===== src/rtl/pllcg_params.svh =====
// Offsets, field positions, reset values and timing counts of the clock group control block
`ifndef PLLCG_PARAMS_SVH
`define PLLCG_PARAMS_SVH
`define PLLCG_CSR_OFFSET      16'h1c80
`define PLLCG_MULT_OFFSET     16'h1c88
`define PLLCG_PRESC_OFFSET    16'h1c8a
`define PLLCG_DIV1_OFFSET     16'h1c8c
`define PLLCG_DIV2_OFFSET     16'h1c8e
`define PLLCG_DIV3_OFFSET     16'h1c90
`define PLLCG_CLKMODE_OFFSET  16'h1c98
`define PLLCG_IDLE_OFFSET     16'h1c9a
`define PLLCG_BIT_EN          0
`define PLLCG_BIT_PWRDN       1
`define PLLCG_BIT_OSCPD       2
`define PLLCG_BIT_RST         3
`define PLLCG_BIT_LOCK        5
`define PLLCG_BIT_STABLE      6
`define PLLCG_BIT_PRESC_EN    15
`define PLLCG_BIT_DIV_EN      15
`define PLLCG_CSR_RESET       16'h0048
`define PLLCG_PRESC_RESET     16'h8000
`define PLLCG_DIVX_RESET      16'h0003
`define PLLCG_OSC_COUNT       41032
`define PLLCG_LOCK_TIME_NS    10000
`define PLLCG_CLK_PERIOD_NS   5
`endif


===== src/rtl/pllcg_pkg.sv =====
// Types of the clock group control block
package pllcg_pkg;
  typedef enum logic [1:0] {
    LOCK_RESET   = 2'b00,
    LOCK_ACQUIRE = 2'b01,
    LOCK_DONE    = 2'b10,
    LOCK_DOWN    = 2'b11
  } pllcg_lock_type;
endpackage


===== src/rtl/pllcg_top.sv =====
// Clock generator control: PLL control/status, prescaler, multiplier, group dividers
`include "pllcg_params.svh"
module pllcg_top #(
  parameter int OSC_COUNT  = `PLLCG_OSC_COUNT,   // Oscillator settle count
  parameter int LOCK_COUNT = `PLLCG_LOCK_TIME_NS / `PLLCG_CLK_PERIOD_NS  // Lock delay
) (
  input  wire logic        clock,               // Reference clock, 200 MHz
  input  wire logic        rstn,                // Async reset, active low
  input  wire logic        regWrite,            // Register write strobe
  input  wire logic        regRead,             // Register read strobe
  input  wire logic [15:0] regAddr,             // I/O word address
  input  wire logic [15:0] regWdata,            // Write data
  output logic      [15:0] regRdata_q,          // Read data, registered
  input  wire logic        memifClockSelectPin, // High: external memory clock
  input  wire logic        oscCountDisable,     // Oscillator counter disabled
  input  wire logic        testMode,            // Test mode forces stable
  input  wire logic        clockGenIdle,        // Clock generator idle request
  output logic             subsysTick_q,        // Subsystem group enable
  output logic             fastTick_q,          // Fast group enable
  output logic             slowTick_q,          // Slow group enable
  output logic             memifTick_q,         // Memory group internal enable
  output logic             memifUseExternal_q,  // Memory interface uses external clock
  output logic             pllInReset_q,        // PLL reset asserted
  output logic             pllPoweredDown_q,    // PLL power-down
  output logic             oscPoweredDown_q     // Oscillator power-down
);
  logic        pllEnable_q, pll_power_down_q, osc_power_down_q, pll_reset_bit_q;
  logic [4:0]  mult_q, presc_q;
  logic        prescEn_q, clkMode0_q, clockIdle_q;
  logic [1:0]  div1_q, div2_q, div3_q;
  logic [1:0]  selSync_q;
  logic [15:0] oscCnt_q;
  logic [15:0] lockCnt_q;
  logic [4:0]  prescCnt_q;
  logic        refTick, pllTick, srcTick, fastTick, slowTick, memifTick;
  logic        stable, locked;
  pllcg_pkg::pllcg_lock_type lock_q;

  // Register writes; reserved bits are dropped
  always_ff @(posedge clock or negedge rstn) begin
    if (!rstn) begin
      pllEnable_q <= 1'b0;
      pll_power_down_q  <= 1'b0;
      osc_power_down_q  <= 1'b0;
      pll_reset_bit_q    <= 1'b1;
      mult_q      <= 5'h00;
      presc_q     <= 5'h00;
      prescEn_q   <= 1'b1;
      div1_q      <= 2'h3;
      div2_q      <= 2'h3;
      div3_q      <= 2'h3;
      clkMode0_q  <= 1'b0;
    end else if (regWrite) begin
      unique case (regAddr)
        `PLLCG_CSR_OFFSET: begin
          pllEnable_q <= regWdata[`PLLCG_BIT_EN];
          pll_power_down_q  <= regWdata[`PLLCG_BIT_PWRDN];
          osc_power_down_q  <= regWdata[`PLLCG_BIT_OSCPD];
          pll_reset_bit_q    <= regWdata[`PLLCG_BIT_RST];
        end
        `PLLCG_MULT_OFFSET:  mult_q <= regWdata[4:0];
        `PLLCG_PRESC_OFFSET: begin
          presc_q   <= regWdata[4:0];
          prescEn_q <= regWdata[`PLLCG_BIT_PRESC_EN];
        end
        `PLLCG_DIV1_OFFSET:  div1_q <= regWdata[1:0];
        `PLLCG_DIV2_OFFSET:  div2_q <= regWdata[1:0];
        `PLLCG_DIV3_OFFSET:  div3_q <= regWdata[1:0];
        `PLLCG_CLKMODE_OFFSET: clkMode0_q <= regWdata[0];
        default: ;
      endcase
    end
  end

  // Register reads; unmapped addresses read zero
  always_ff @(posedge clock or negedge rstn) begin
    if (!rstn) begin
      regRdata_q <= 16'h0000;
    end else if (regRead) begin
      regRdata_q <= 16'h0000;
      unique case (regAddr)
        `PLLCG_CSR_OFFSET: begin
          regRdata_q[`PLLCG_BIT_EN]     <= pllEnable_q;
          regRdata_q[`PLLCG_BIT_PWRDN]  <= pll_power_down_q;
          regRdata_q[`PLLCG_BIT_OSCPD]  <= osc_power_down_q;
          regRdata_q[`PLLCG_BIT_RST]    <= pll_reset_bit_q;
          regRdata_q[`PLLCG_BIT_LOCK]   <= locked;
          regRdata_q[`PLLCG_BIT_STABLE] <= stable;
        end
        `PLLCG_MULT_OFFSET:  regRdata_q[4:0] <= mult_q;
        `PLLCG_PRESC_OFFSET: regRdata_q <= {prescEn_q, 10'h000, presc_q};
        `PLLCG_DIV1_OFFSET:  regRdata_q <= {14'h0000, div1_q};
        `PLLCG_DIV2_OFFSET:  regRdata_q <= {14'h0000, div2_q};
        `PLLCG_DIV3_OFFSET:  regRdata_q <= {14'h0000, div3_q};
        `PLLCG_CLKMODE_OFFSET: regRdata_q[0] <= clkMode0_q;
        `PLLCG_IDLE_OFFSET:  regRdata_q[0] <= clockIdle_q;
        default: ;
      endcase
    end
  end

  // Idle request is an outside level, synchronised before use
  logic [1:0] idleSync_q;
  always_ff @(posedge clock or negedge rstn) begin
    if (!rstn) begin
      idleSync_q  <= 2'b00;
      clockIdle_q <= 1'b0;
    end else begin
      idleSync_q  <= {idleSync_q[0], clockGenIdle};
      clockIdle_q <= idleSync_q[1];
    end
  end

  always_ff @(posedge clock or negedge rstn) begin
    if (!rstn) begin
      oscCnt_q <= 16'h0000;
    end else if (oscCnt_q != 16'(OSC_COUNT)) begin
      oscCnt_q <= oscCnt_q + 16'h0001;
    end
  end
  assign stable = (oscCnt_q == 16'(OSC_COUNT)) || oscCountDisable || testMode;

  // lock model: acquire time after reset release
  always_ff @(posedge clock or negedge rstn) begin
    if (!rstn) begin
      lock_q    <= pllcg_pkg::LOCK_RESET;
      lockCnt_q <= 16'h0000;
    end else if (pll_reset_bit_q) begin
      lock_q    <= pllcg_pkg::LOCK_RESET;
      lockCnt_q <= 16'h0000;
    end else if (pll_power_down_q) begin
      lock_q    <= pllcg_pkg::LOCK_DOWN;
      lockCnt_q <= 16'h0000;
    end else begin
      unique case (lock_q)
        pllcg_pkg::LOCK_RESET, pllcg_pkg::LOCK_DOWN: lock_q <= pllcg_pkg::LOCK_ACQUIRE;
        pllcg_pkg::LOCK_ACQUIRE: begin
          if (lockCnt_q == 16'(LOCK_COUNT - 1)) begin
            lock_q <= pllcg_pkg::LOCK_DONE;
          end else begin
            lockCnt_q <= lockCnt_q + 16'h0001;
          end
        end
        pllcg_pkg::LOCK_DONE: ;
      endcase
    end
  end
  assign locked = (lock_q == pllcg_pkg::LOCK_DONE);

  // prescaler divides reference by value plus one
  always_ff @(posedge clock or negedge rstn) begin
    if (!rstn) begin
      prescCnt_q <= 5'h00;
    end else if (!prescEn_q || prescCnt_q >= presc_q) begin
      prescCnt_q <= 5'h00;
    end else begin
      prescCnt_q <= prescCnt_q + 5'h01;
    end
  end
  assign refTick = !prescEn_q || (prescCnt_q >= presc_q);

  // multiplier only gates the model; reserved codes stop the output
  // A tick cannot come faster than the reference, so one per prescaled period stands in
  assign pllTick = refTick && (mult_q >= 5'h02) && (mult_q <= 5'h0f) && locked;

  // bypass selects reference directly; enable selects PLL output
  assign srcTick = pllEnable_q ? pllTick : 1'b1;

  // all groups chain from the subsystem path
  pllcg_divider fastDiv (
    .clock   (clock),
    .rstn    (rstn),
    .tickIn  (srcTick),
    .ratio   (div1_q),
    .tickOut (fastTick)
  );
  pllcg_divider slowDiv (
    .clock   (clock),
    .rstn    (rstn),
    .tickIn  (srcTick),
    .ratio   (div2_q),
    .tickOut (slowTick)
  );
  pllcg_divider memifDiv (
    .clock   (clock),
    .rstn    (rstn),
    .tickIn  (srcTick),
    .ratio   (div3_q),
    .tickOut (memifTick)
  );

  // Select pin is a board level, synchronised first
  always_ff @(posedge clock or negedge rstn) begin
    if (!rstn) begin
      selSync_q <= 2'b00;
    end else begin
      selSync_q <= {selSync_q[0], memifClockSelectPin};
    end
  end

  // Registered outputs
  always_ff @(posedge clock or negedge rstn) begin
    if (!rstn) begin
      subsysTick_q       <= 1'b0;
      fastTick_q         <= 1'b0;
      slowTick_q         <= 1'b0;
      memifTick_q        <= 1'b0;
      memifUseExternal_q <= 1'b0;
      pllInReset_q       <= 1'b1;
      pllPoweredDown_q   <= 1'b0;
      oscPoweredDown_q   <= 1'b0;
    end else begin
      subsysTick_q <= srcTick;
      fastTick_q   <= fastTick;
      slowTick_q   <= slowTick;
      // low pin: internal bridge clock; high pin: external clock
      memifTick_q        <= memifTick && !selSync_q[1];
      memifUseExternal_q <= selSync_q[1];
      // PLL held in reset while bit set
      pllInReset_q     <= pll_reset_bit_q;
      pllPoweredDown_q <= pll_power_down_q;
      // oscillator power-down, immediate or at idle
      oscPoweredDown_q <= osc_power_down_q && (clkMode0_q || clockIdle_q);
    end
  end
endmodule


===== src/rtl/pllcg_divider.sv =====
// Programmable clock-enable divider, divide by 1, 2 or 4
module pllcg_divider (
  input  wire logic       clock,     // System clock
  input  wire logic       rstn,      // Async reset, active low
  input  wire logic       tickIn,    // Source rate enable
  input  wire logic [1:0] ratio,     // 0:/1 1:/2 other:/4
  output logic            tickOut    // Divided enable pulse
);
  logic [1:0] count_q;
  logic [1:0] limit;

  // Terminal count per ratio code
  always_comb begin
    unique case (ratio)
      2'b00:   limit = 2'h0;
      2'b01:   limit = 2'h1;
      default: limit = 2'h3;
    endcase
  end

  // Count source ticks, emit one tick at terminal count
  always_ff @(posedge clock or negedge rstn) begin
    if (!rstn) begin
      count_q <= 2'h0;
      tickOut <= 1'b0;
    end else begin
      tickOut <= 1'b0;
      if (tickIn) begin
        if (count_q >= limit) begin
          count_q <= 2'h0;
          tickOut <= 1'b1;
        end else begin
          count_q <= count_q + 2'h1;
        end
      end
    end
  end
endmodule


===== config.mk =====
export PLATFORM = sky130hd
export DESIGN_NAME = pllcg_top
export DESIGN_NICKNAME = d
export VERILOG_FILES = /design/src/rtl/pllcg_pkg.sv /design/src/rtl/pllcg_top.sv /design/src/rtl/pllcg_divider.sv
export VERILOG_INCLUDE_DIRS = /design/src /design/src/rtl
export SDC_FILE = /design/constraint.sdc
export NUM_CORES = 1
export LEC_CHECK = 0
export ABC_AREA = 1
export BUFFER_PORTS_ARGS = -buffer_cell sky130_fd_sc_hd__buf_2
export CAP_MARGIN = 25
export CORE_ASPECT_RATIO = 0.7
export CORE_UTILIZATION = 41
export DETAILED_ROUTE_END_ITERATION = 16
export GPL_TIMING_DRIVEN = 0
export RECOVER_POWER = 100
export SLEW_MARGIN = 20
export SYNTH_ARGS = -nofsm -noshare
export SYNTH_HDL_FRONTEND = slang
export SYNTH_HIERARCHICAL = 1
export SYNTH_SLANG_ARGS = --single-unit

===== constraint.sdc =====
create_clock -name clock -period 2 [get_ports clock]
set_clock_uncertainty 0.1 [all_clocks]
set_input_delay 0 -clock clock [delete_from_list [all_inputs] [get_ports clock]]
set_output_delay 0 -clock clock [all_outputs]
set_load 0.01 [all_outputs]

# [After elaboration in Yosys (flattened, before gate mapping)]
# Index checks and enable logic that the tools add are counted.
[word_totals] register_bits=99 input_bits=40 output_inout_bits=24 word_cells=118
[classes] n_addsub=6 n_lt_le_gt_ge=6 eq_ne=19 mux=27 n_reduce_logical=27
[ops] operator="== test 16 x 13 -> 1 bit, second input constant" count=8
[ops] operator="two-way mux 16 bit" count=4
[ops] operator="adder 16 x 1 -> 16 bit, second input constant" count=2
[ops] operator="case mux 3 bit (6 select lines)" count=1
[ops] operator="AND reduction 2 bit" count=9
[ops] operator="== test 16 x 11 -> 1 bit, second input constant" count=1
[ops] operator="== test 16 bit, second input constant" count=1
[ops] operator="inequality test 16 bit, second input constant" count=1
[ops] operator="case mux 2 bit (2 select lines)" count=4
[ops] operator="two-way mux 2 bit" count=7
[ops] operator="two-way mux 9 bit" count=1
[ops] operator="== test 2 x 1 -> 1 bit, second input constant" count=4
[ops] operator="zero test 2 bit" count=4
[ops] operator="case mux 1 bit (8 select lines)" count=1
[ops] operator="two-way mux 1 bit" count=7
[ops] operator="adder 2 x 1 -> 2 bit, second input constant" count=3
[ops] operator="greater-or-equal comparator 2 bit" count=3
[ops] operator="adder 5 x 1 -> 5 bit, second input constant" count=1
[ops] operator="greater-or-equal comparator 5 x 2 -> 1 bit, second input constant" count=1
[ops] operator="greater-or-equal comparator 5 bit" count=1
[ops] operator="less-or-equal comparator 5 x 4 -> 1 bit, second input constant" count=1
[ops] operator="logical AND 1 bit" count=5
[ops] operator="two-way mux 5 bit" count=1
[ops] operator="== test 2 bit, second input constant" count=2
[ops] operator="other kinds (8)" count=12

# [Logic depth before layout (Yosys ltp)]
# Gate-level depths: netlist of the first run.
[depth] ltp_word=7 mapped_depth=12 depth_no_buf=12

# [Hierarchy]
# The synthesis of the first run kept the hierarchy.
[modules_own_cells] module="pllcg_top" n_inst=1 cells_per_inst=526 area_each_um2=4207.8 seq_area_each_um2=2063.2
[modules_own_cells] module="pllcg_divider" n_inst=3 cells_per_inst=23 area_each_um2=180.2 seq_area_each_um2=75.1

# [Worst setup path after synthesis of the first run]
# OpenSTA, ideal clock, no wires.
[synth_timing] path_kind="reg2reg" startpoint="register prescCnt_q[0]" endpoint="register fastDiv.count_q[1]" setup_time_ns=0.141 t_arrival_ns=1.753 required_time_ns=1.759 slack_ns=0.006 path_stages_with_launch=12 n_path_buf=0 synth_period_minus_slack_ns=1.994 cell_sequence="dfrtp_1 > inv_1 > ha_1 > inv_1 > a21boi_0 > nand4_1 > nand4_1 > nand3_1 > nand2_1 > nand3_1 > nand2_1 > a21oi_1"
[synth_between] elab_chain_len=6
[synth_lines] item="start, declared" line="pllcg_top.sv:34" text="logic [4:0] prescCnt_q;"
[synth_lines] item="start signal, assigned" line="pllcg_top.sv:157" text="prescCnt_q <= prescCnt_q + 5'h01;"
[synth_lines] item="greater-or-equal comparator 5 bit" line="pllcg_top.sv:160" text="assign refTick = !prescEn_q || (prescCnt_q >= presc_q);"
[synth_lines] item="logical OR 1 bit" line="pllcg_top.sv:160"
[synth_lines] item="logical AND 1 bit (3 in a row)" line="pllcg_top.sv:164" text="assign pllTick = refTick && (mult_q >= 5'h02) && (mult_q <= 5'h0f) && locked;"
[synth_lines] item="two-way mux 1 bit" line="pllcg_top.sv:167" text="assign srcTick = pllEnable_q ? pllTick : 1'b1;"
[synth_lines] item="net srcTick" line="pllcg_top.sv:35" text="logic refTick, pllTick, srcTick, fastTick, slowTick, memifTick;"
[synth_lines] item="end signal, assigned" line="pllcg_divider.sv:33" text="count_q <= count_q + 2'h1;"
[synth_lines] item="end, declared" line="pllcg_divider.sv:9" text="logic [1:0] count_q;"
# The timed path passes the listed nets, and every way through them passes these cells.
# A chain may end at the register's enable or synchronous reset.

# [Final worst setup path of the first run]
[layout_timing] startpoint="register presc_q[0]" endpoint="register fastDiv.count_q[1]"
[layout_between] elab_chain_len=6
[layout_lines] item="start, declared" line="pllcg_top.sv:28" text="logic [4:0] mult_q, presc_q;"
[layout_lines] item="start signal, assigned" line="pllcg_top.sv:63" text="presc_q <= regWdata[4:0];"
[layout_lines] item="greater-or-equal comparator 5 bit" line="pllcg_top.sv:160"
[layout_lines] item="logical OR 1 bit" line="pllcg_top.sv:160"
[layout_lines] item="logical AND 1 bit (3 in a row)" line="pllcg_top.sv:164"
[layout_lines] item="two-way mux 1 bit" line="pllcg_top.sv:167"
[layout_lines] item="net srcTick" line="pllcg_top.sv:35"
# The timed path passes the listed nets, and every way through them passes these cells.

==> run metrics, run 1 <==
run status finished, final reports clean; Yosys cell types 37; CP max-delay cell dfrtp_1; syn avg cell area 7.98 um2; CTS sink count 91; Commonest cells post-synth 153 x nand2_1, 82 x dfrtp_1, 79 x inv_1; Routed Antenna Nets 0; IO buf count 44; Initial Util 42.7%; GRT overflow 0; crit path DAT 2.10 ns; Final Non-Filler Cells 840; Async SR Flop Fraction 100%; Max Buffers Root-to-Sink 2; setup TNS 0 ns; Slew HR 33.6%; EDFF count, synth 0; FMAX 508 MHz; DRT iter0 DRCs between 150 and 200; DIE AREA approximately 12000 um2; first-pass GRT wire length 18.5 mm; worst-path cell chain ha_1 > inv_1 > a21boi_2 > nand4_1 > nand4_1 > nand3_2 > nand2_4 > buf_4 > nand3_1 > nand2_1 > a21oi_2; sequential element share of the synthesized area 48.2%; final slew viol count 0; Most used DFF post-synth dfrtp_1; TritonCTS clock tree built; Die W around 130 um; largest net degree at the start of global routing 54; maximum level of the CTS H-tree 3; share of cells above drive strength 1 14.6%; Setup CP Type flip-flop to flip-flop; Via Count 4037; top-count cell post-synth nand2_1; Mapped Area roughly 4700 um2; WL/cell 12.9 um; 1st-pass router iterations 4; Worst VDD drop 0.580 mV; pwr dens between 800 and 900 nW/um2; element type at the critical path end flip-flop; Clk Latency, worst-skew pair approximately 0.34 ns; Cells after Synth 595; worst hold slack 0.0716 ns; HPWL after DPL 7.85 mm; WP data required 2.13 ns; overall power slightly below 5 mW; Die Ht 92.0 um; Placed Cells 800; Max Cap Viol 0; Setup violations, final 0; vias in the first global route 3840; Hold WC Path Type primary input to flip-flop; Worst-Margin Slew 0.996 ns; Critical Path Max Stage Delay a little over 0.4 ns; NumNets Final 738; synth top area cells dfrtp_1 43%, nand2_1 12%, inv_1 6.2%; number of remaining DRC errors 0; IO Count 64; Yosys top cell area share 43.2%; min Tclk post-route just under 2 ns; RePlAce Congestion 0.904; crit path launch type flip-flop; endpoints failing hold 0; Yosys top cell by area dfrtp_1; Vias/cell 4.81; Core Footprint 11100 um2; Worst-path clk slew about 0.060 ns; antenna violations before repair 0; # diodes 0; register bit total from synthesis 91; RSZ-0062 raised after global routing yes; overall routing resource usage around a fifth; area delta synth->final 21.9%; cell mode on critical path nand4_1; CTS Buf Count 9; DRT Wirelength 10.8 mm; fin crit share 98.4%; LEAKAGE 2.86 nW; YS warnings 6; clock root buffer clkbuf_16; Rows 32; share of the core filled with cells a little over half; critical path peak fanout 4
report_power, final:
| group | switching [mW] | internal (mW) | leakage (nW) |
|---|---|---|---|
| clock | 0.711 | 1.03 | 0.144 |
| sequential | 0.123 | 1.99 | 1.13 |
| combinational | 0.578 | 0.402 | 1.59 |
repair_timing:
item | in CTS | in global routing
hold endpoints to repair | 111 | 0
gates resized for setup | 3 | 12
setup endpoints to repair | 10 | 17
cloned | 0 | 1
pin swaps | 1 | 4
hold buffers | 13 | 0
buffers inserted | 5 | 6
cells by family (layout without fill, tap and decap cells):
| family | after synthesis | after routing | synth area share [%] |
|---|---|---|---|
| AND/OR/NAND/NOR | 311 | 311 | 28.2 |
| buffers and inverters | 98 | 183 | 8.85 |
| flip-flops | 91 | 91 | 48.2 |
| AO/OA/AOI/OAI | 54 | 54 | 6.11 |
| XOR/XNOR | 25 | 25 | 4.61 |
| adder cells (fa/ha/maj) | 15 | 15 | 3.95 |
| other | 1 | 8 | 0.0790 |
worst max-delay path: cells and delay by family, from the launching register on:
kind | cells | cell delay (ns)
adder cells (fa/ha/maj) | 1 | 0.30
buffers and inverters | 2 | 0.20
AO/OA/AOI/OAI | 2 | 0.16
AND/OR/NAND/NOR | 6 | 0.68
flip-flops | 1 | 0.41
per-layer routing:
layer / share of wire, % / GRT usage [%]
met3: 4.5 / 4.32
met1: 52 / 29.2
met2: 42 / 29.0
met4: 1.2 / 5.84
met5: 0 / 0
registers in the layout (all words and copies together), names as in the netlist, 5 cells and up:
name        cells
regRdata_q      8
presc_q         5
lockCnt_q      16
prescCnt_q      5
mult_q          5
oscCnt_q       16
through the flow:
stage	worst slack, ns	instance area, um2
floorplan	0.00600	4770
global placement	-0.416	5190
detailed placement	-0.521	5220
CTS	0.00745	5720
global route	-0.104	5790
finish	0.0312	5790
path summary, 6_finish.rpt:
path	cells after the start	startpoint	slack [ns]	endpoint
worst max-delay path	11	presc_q[0]	0.03	fastDiv/count_q[1]
worst min-delay path	6	regAddr[6]	0.07	clkMode0_q
worst max register to register	11	presc_q[0]	0.03	fastDiv/count_q[1]
worst min register to register	0	fastDiv/tickOut	0.25	fastTick_q
max in group asynchronous	3	rstn	0.70	pll_reset_bit_q
min in group asynchronous	2	rstn	0.26	slowDiv/count_q[1]
cell type report:
class	count	area (um2)
Multi-Input combinational cell	413	2100
Tap cell	153	191
Inverter	82	310
Sequential cell	91	2290
Buffer	16	105
Fill cell	1088	5340
Clock buffer	11	253
Timing Repair Buffer	70	487
Clock inverter	4	50.0
cells in the final DEF (no fill, tap or decap), types with 3 or more instances in the layout:
| cell | netlist | layout |
|---|---|---|
| dlygate4sd3_1 | 0 | 13 |
| xor2_1 | 20 | 20 |
| conb_1 | 1 | 8 |
| nand2_2 | 4 | 6 |
| buf_2 | 4 | 30 |
| nor2_1 | 68 | 70 |
| clkbuf_16 | 0 | 10 |
| a21oi_1 | 9 | 7 |
| nor3_1 | 9 | 9 |
| or2_2 | 4 | 4 |
| xnor2_1 | 5 | 5 |
| nand2_1 | 153 | 150 |
| buf_4 | 9 | 16 |
| nand3_1 | 50 | 49 |
| dfstp_2 | 9 | 8 |
| clkbuf_1 | 2 | 21 |
| dfrtp_1 | 82 | 81 |
| o21ai_0 | 36 | 36 |
| ha_1 | 15 | 14 |
| nand4_1 | 13 | 13 |
| inv_1 | 79 | 78 |
| nand2_4 | 2 | 3 |
Note: power is estimated with default switching activity, not from simulation.
==> inputs of run 2 (changes only) <==
Settings changed: BUFFER_PORTS_ARGS -buffer_cell sky130_fd_sc_hd__buf_2 to -buffer_cell sky130_fd_sc_hd__buf_4.
==> run metrics, run 2 (synthesis results as in run 1) <==
WP data required 2.17 ns (+0.04 ns); Max Cap Viol 0 (unchanged); CTS Buf Count 9 (unchanged); Final Non-Filler Cells 838 (-0.24%); clock root buffer clkbuf_16; Die Ht 92.0 um (unchanged); DRT iter0 DRCs 232 (+18%); critical path peak fanout 9 (+5); HPWL after DPL 7.47 mm (-4.9%); Hold WC Path Type primary input to flip-flop; Placed Cells 799 (-0.13%); min Tclk post-route 1.95 ns (-0.0178 ns); endpoints failing hold 0 (unchanged); CTS sink count 91 (unchanged); run status finished, final reports clean; Initial Util 42.7% (unchanged); Worst VDD drop 0.606 mV (+4.5%); largest registers lockCnt_q: 16 flops, oscCnt_q: 16 flops, regRdata_q: 8 flops; fin crit share 97.6% (-0.89 points); most frequent cells in the layout 153 x nand2_1, 81 x dfrtp_1, 78 x inv_1; antenna violations before repair 0 (unchanged); Fill cells 1108 (+1.8%); # diodes 0 (unchanged); DIE AREA 12000 um2 (unchanged); Vias/cell 4.73 (-1.6%); TritonCTS clock tree built; overall power 4.69 mW (-2.9%); 1st-pass router iterations 7 (+3); LEAKAGE 2.84 nW (-0.54%); RSZ-0062 raised after global routing yes; IO Count 64 (unchanged); RePlAce Congestion 0.874 (-3.3%); WL/cell 12.6 um (-1.8%); Worst-Margin Slew 1.25 ns (+0.249 ns); IO buf count 44 (unchanged); Max Buffers Root-to-Sink 2 (unchanged); pwr dens 816 nW/um2 (-2.3%); Core Footprint 11100 um2 (unchanged); maximum level of the CTS H-tree 3 (unchanged); number of remaining DRC errors 0 (unchanged); Clk Latency, worst-skew pair 0.34 ns (about the same); DRT Wirelength 10.6 mm (-2.0%); Critical Path Max Stage Delay 0.35 ns (-0.06 ns); NumNets Final 735 (-0.41%); cell mode on critical path a21oi_1; first-pass GRT wire length 18.0 mm (-2.4%); Worst-path clk slew 0.07 ns (about the same); Slew HR 17.0% (-17 points); overall routing resource usage 19.5% (-0.38 points); Rows 32 (unchanged); Routed Antenna Nets 0 (unchanged); GRT overflow 0 (unchanged); crit path launch type flip-flop; Via Count 3963 (-1.8%); worst-path cell chain inv_2 > ha_1 > a21oi_1 > nand3b_1 > nand4_1 > nand3_2 > nand2_4 > buf_4 > nand3_1 > nand2_1 > a21oi_1; Worst path top cell family by delay simple AND/OR/NAND/NOR gates; most common cell after layout, fill and taps aside nand2_1; final slew viol count 0 (unchanged); Setup violations, final 0 (unchanged); vias in the first global route 3758 (-2.1%); CP max-delay cell dfrtp_1; area delta synth->final 21.1%; largest net degree at the start of global routing 92 (+70%); FMAX 513 MHz (+0.91%); Die W 131 um (unchanged); crit path DAT 2.12 ns (+0.02 ns); crit path buf inv count 2 (unchanged); share of cells above drive strength 1 13.7% (-0.83 points); element type at the critical path end flip-flop; Setup CP Type flip-flop to flip-flop
[run 2: changes by cell type in the layout (fill, tap and decap cells not counted), moves of 2 or more]
| cell | previous run | this run |
|---|---|---|
| buf_2 | 30 | 3 |
| buf_4 | 16 | 40 |
| clkbuf_4 | 0 | 5 |
| clkinv_4 | 0 | 3 |
| nand2_1 | 150 | 153 |
| nand2_2 | 6 | 3 |
| a21oi_1 | 7 | 9 |
| a21oi_2 | 2 | 0 |
[run 2: area by class of cell]
type	instances	area (um2)	share of cell area (%)
Timing Repair Buffer	67	488	8.49
Clock buffer	11	243	4.22
Inverter	82	310	5.40
Buffer	16	105	1.83
Clock inverter	5	38.8	0.675
Tap cell	153	191	3.33
Sequential cell	91	2290	39.8
Multi-Input combinational cell	413	2080	36.2
[run 2: routing by layer]
layer,global-route usage (%),vias to the layer above,part of all wire (%)
li1,-,2034,-
met1,29.3,1811,52
met2,27.7,106,41
met3,3.85,12,5.9
met4,6.32,0,1.1
met5,0,-,0
[run 2: timing repair]
action	in CTS	in global routing
pin swaps	1	3
endpoints found under the setup margin	10	15
resized for setup	3	6
hold buffers	13	0
setup buffers	4	6
hold endpoints to repair	110	0
[run 2: metrics by stage]
step	setup TNS (ns)	worst slack [ns]	hold slack, ns	util, %	cell area [um2]
final	0	0.0490	0.0750	51.6	5750
after global routing	-0.147	-0.0503	0.112	51.6	5750
after CTS	0	0.0226	0.0524	51.8	5770
after detailed placement	-3.84	-0.477	0.0112	47.6	5300
after global placement	-3.46	-0.423	0.0128	47.6	5300
after floorplan	0	0.00600	-0.396	-	4770
[run 2: worst paths after layout]
check                           startpoint                  to  slack (ns)  depth (start not counted)
max in group asynchronous             rstn        lockCnt_q[0]        0.54                          2
hold reg to reg            fastDiv/tickOut          fastTick_q        0.25                          0
setup / recovery                presc_q[2]  slowDiv/count_q[1]        0.05                         11
hold / removal                  regAddr[0]           div2_q[0]        0.07                          7
min in group asynchronous             rstn     slowDiv/tickOut        0.35                          2
setup reg to reg                presc_q[2]  slowDiv/count_q[1]        0.05                         11
[run 2: power by group]
| part | total [mW] | internal, mW | switching (mW) | leakage (nW) |
|---|---|---|---|---|
| Clock | 1.61 | 0.881 | 0.731 | 0.136 |
| Sequential | 2.12 | 1.99 | 0.134 | 1.13 |
| Combinational | 0.953 | 0.395 | 0.558 | 1.58 |
[run 2: tightest hold or removal path: stages]
cell     delay [ns]
buf_4          0.08
nor2_1         0.05
nand2_1        0.06
nor2_1         0.06
nand2_1        0.09
o21ai_0        0.08
nand2_1        0.06
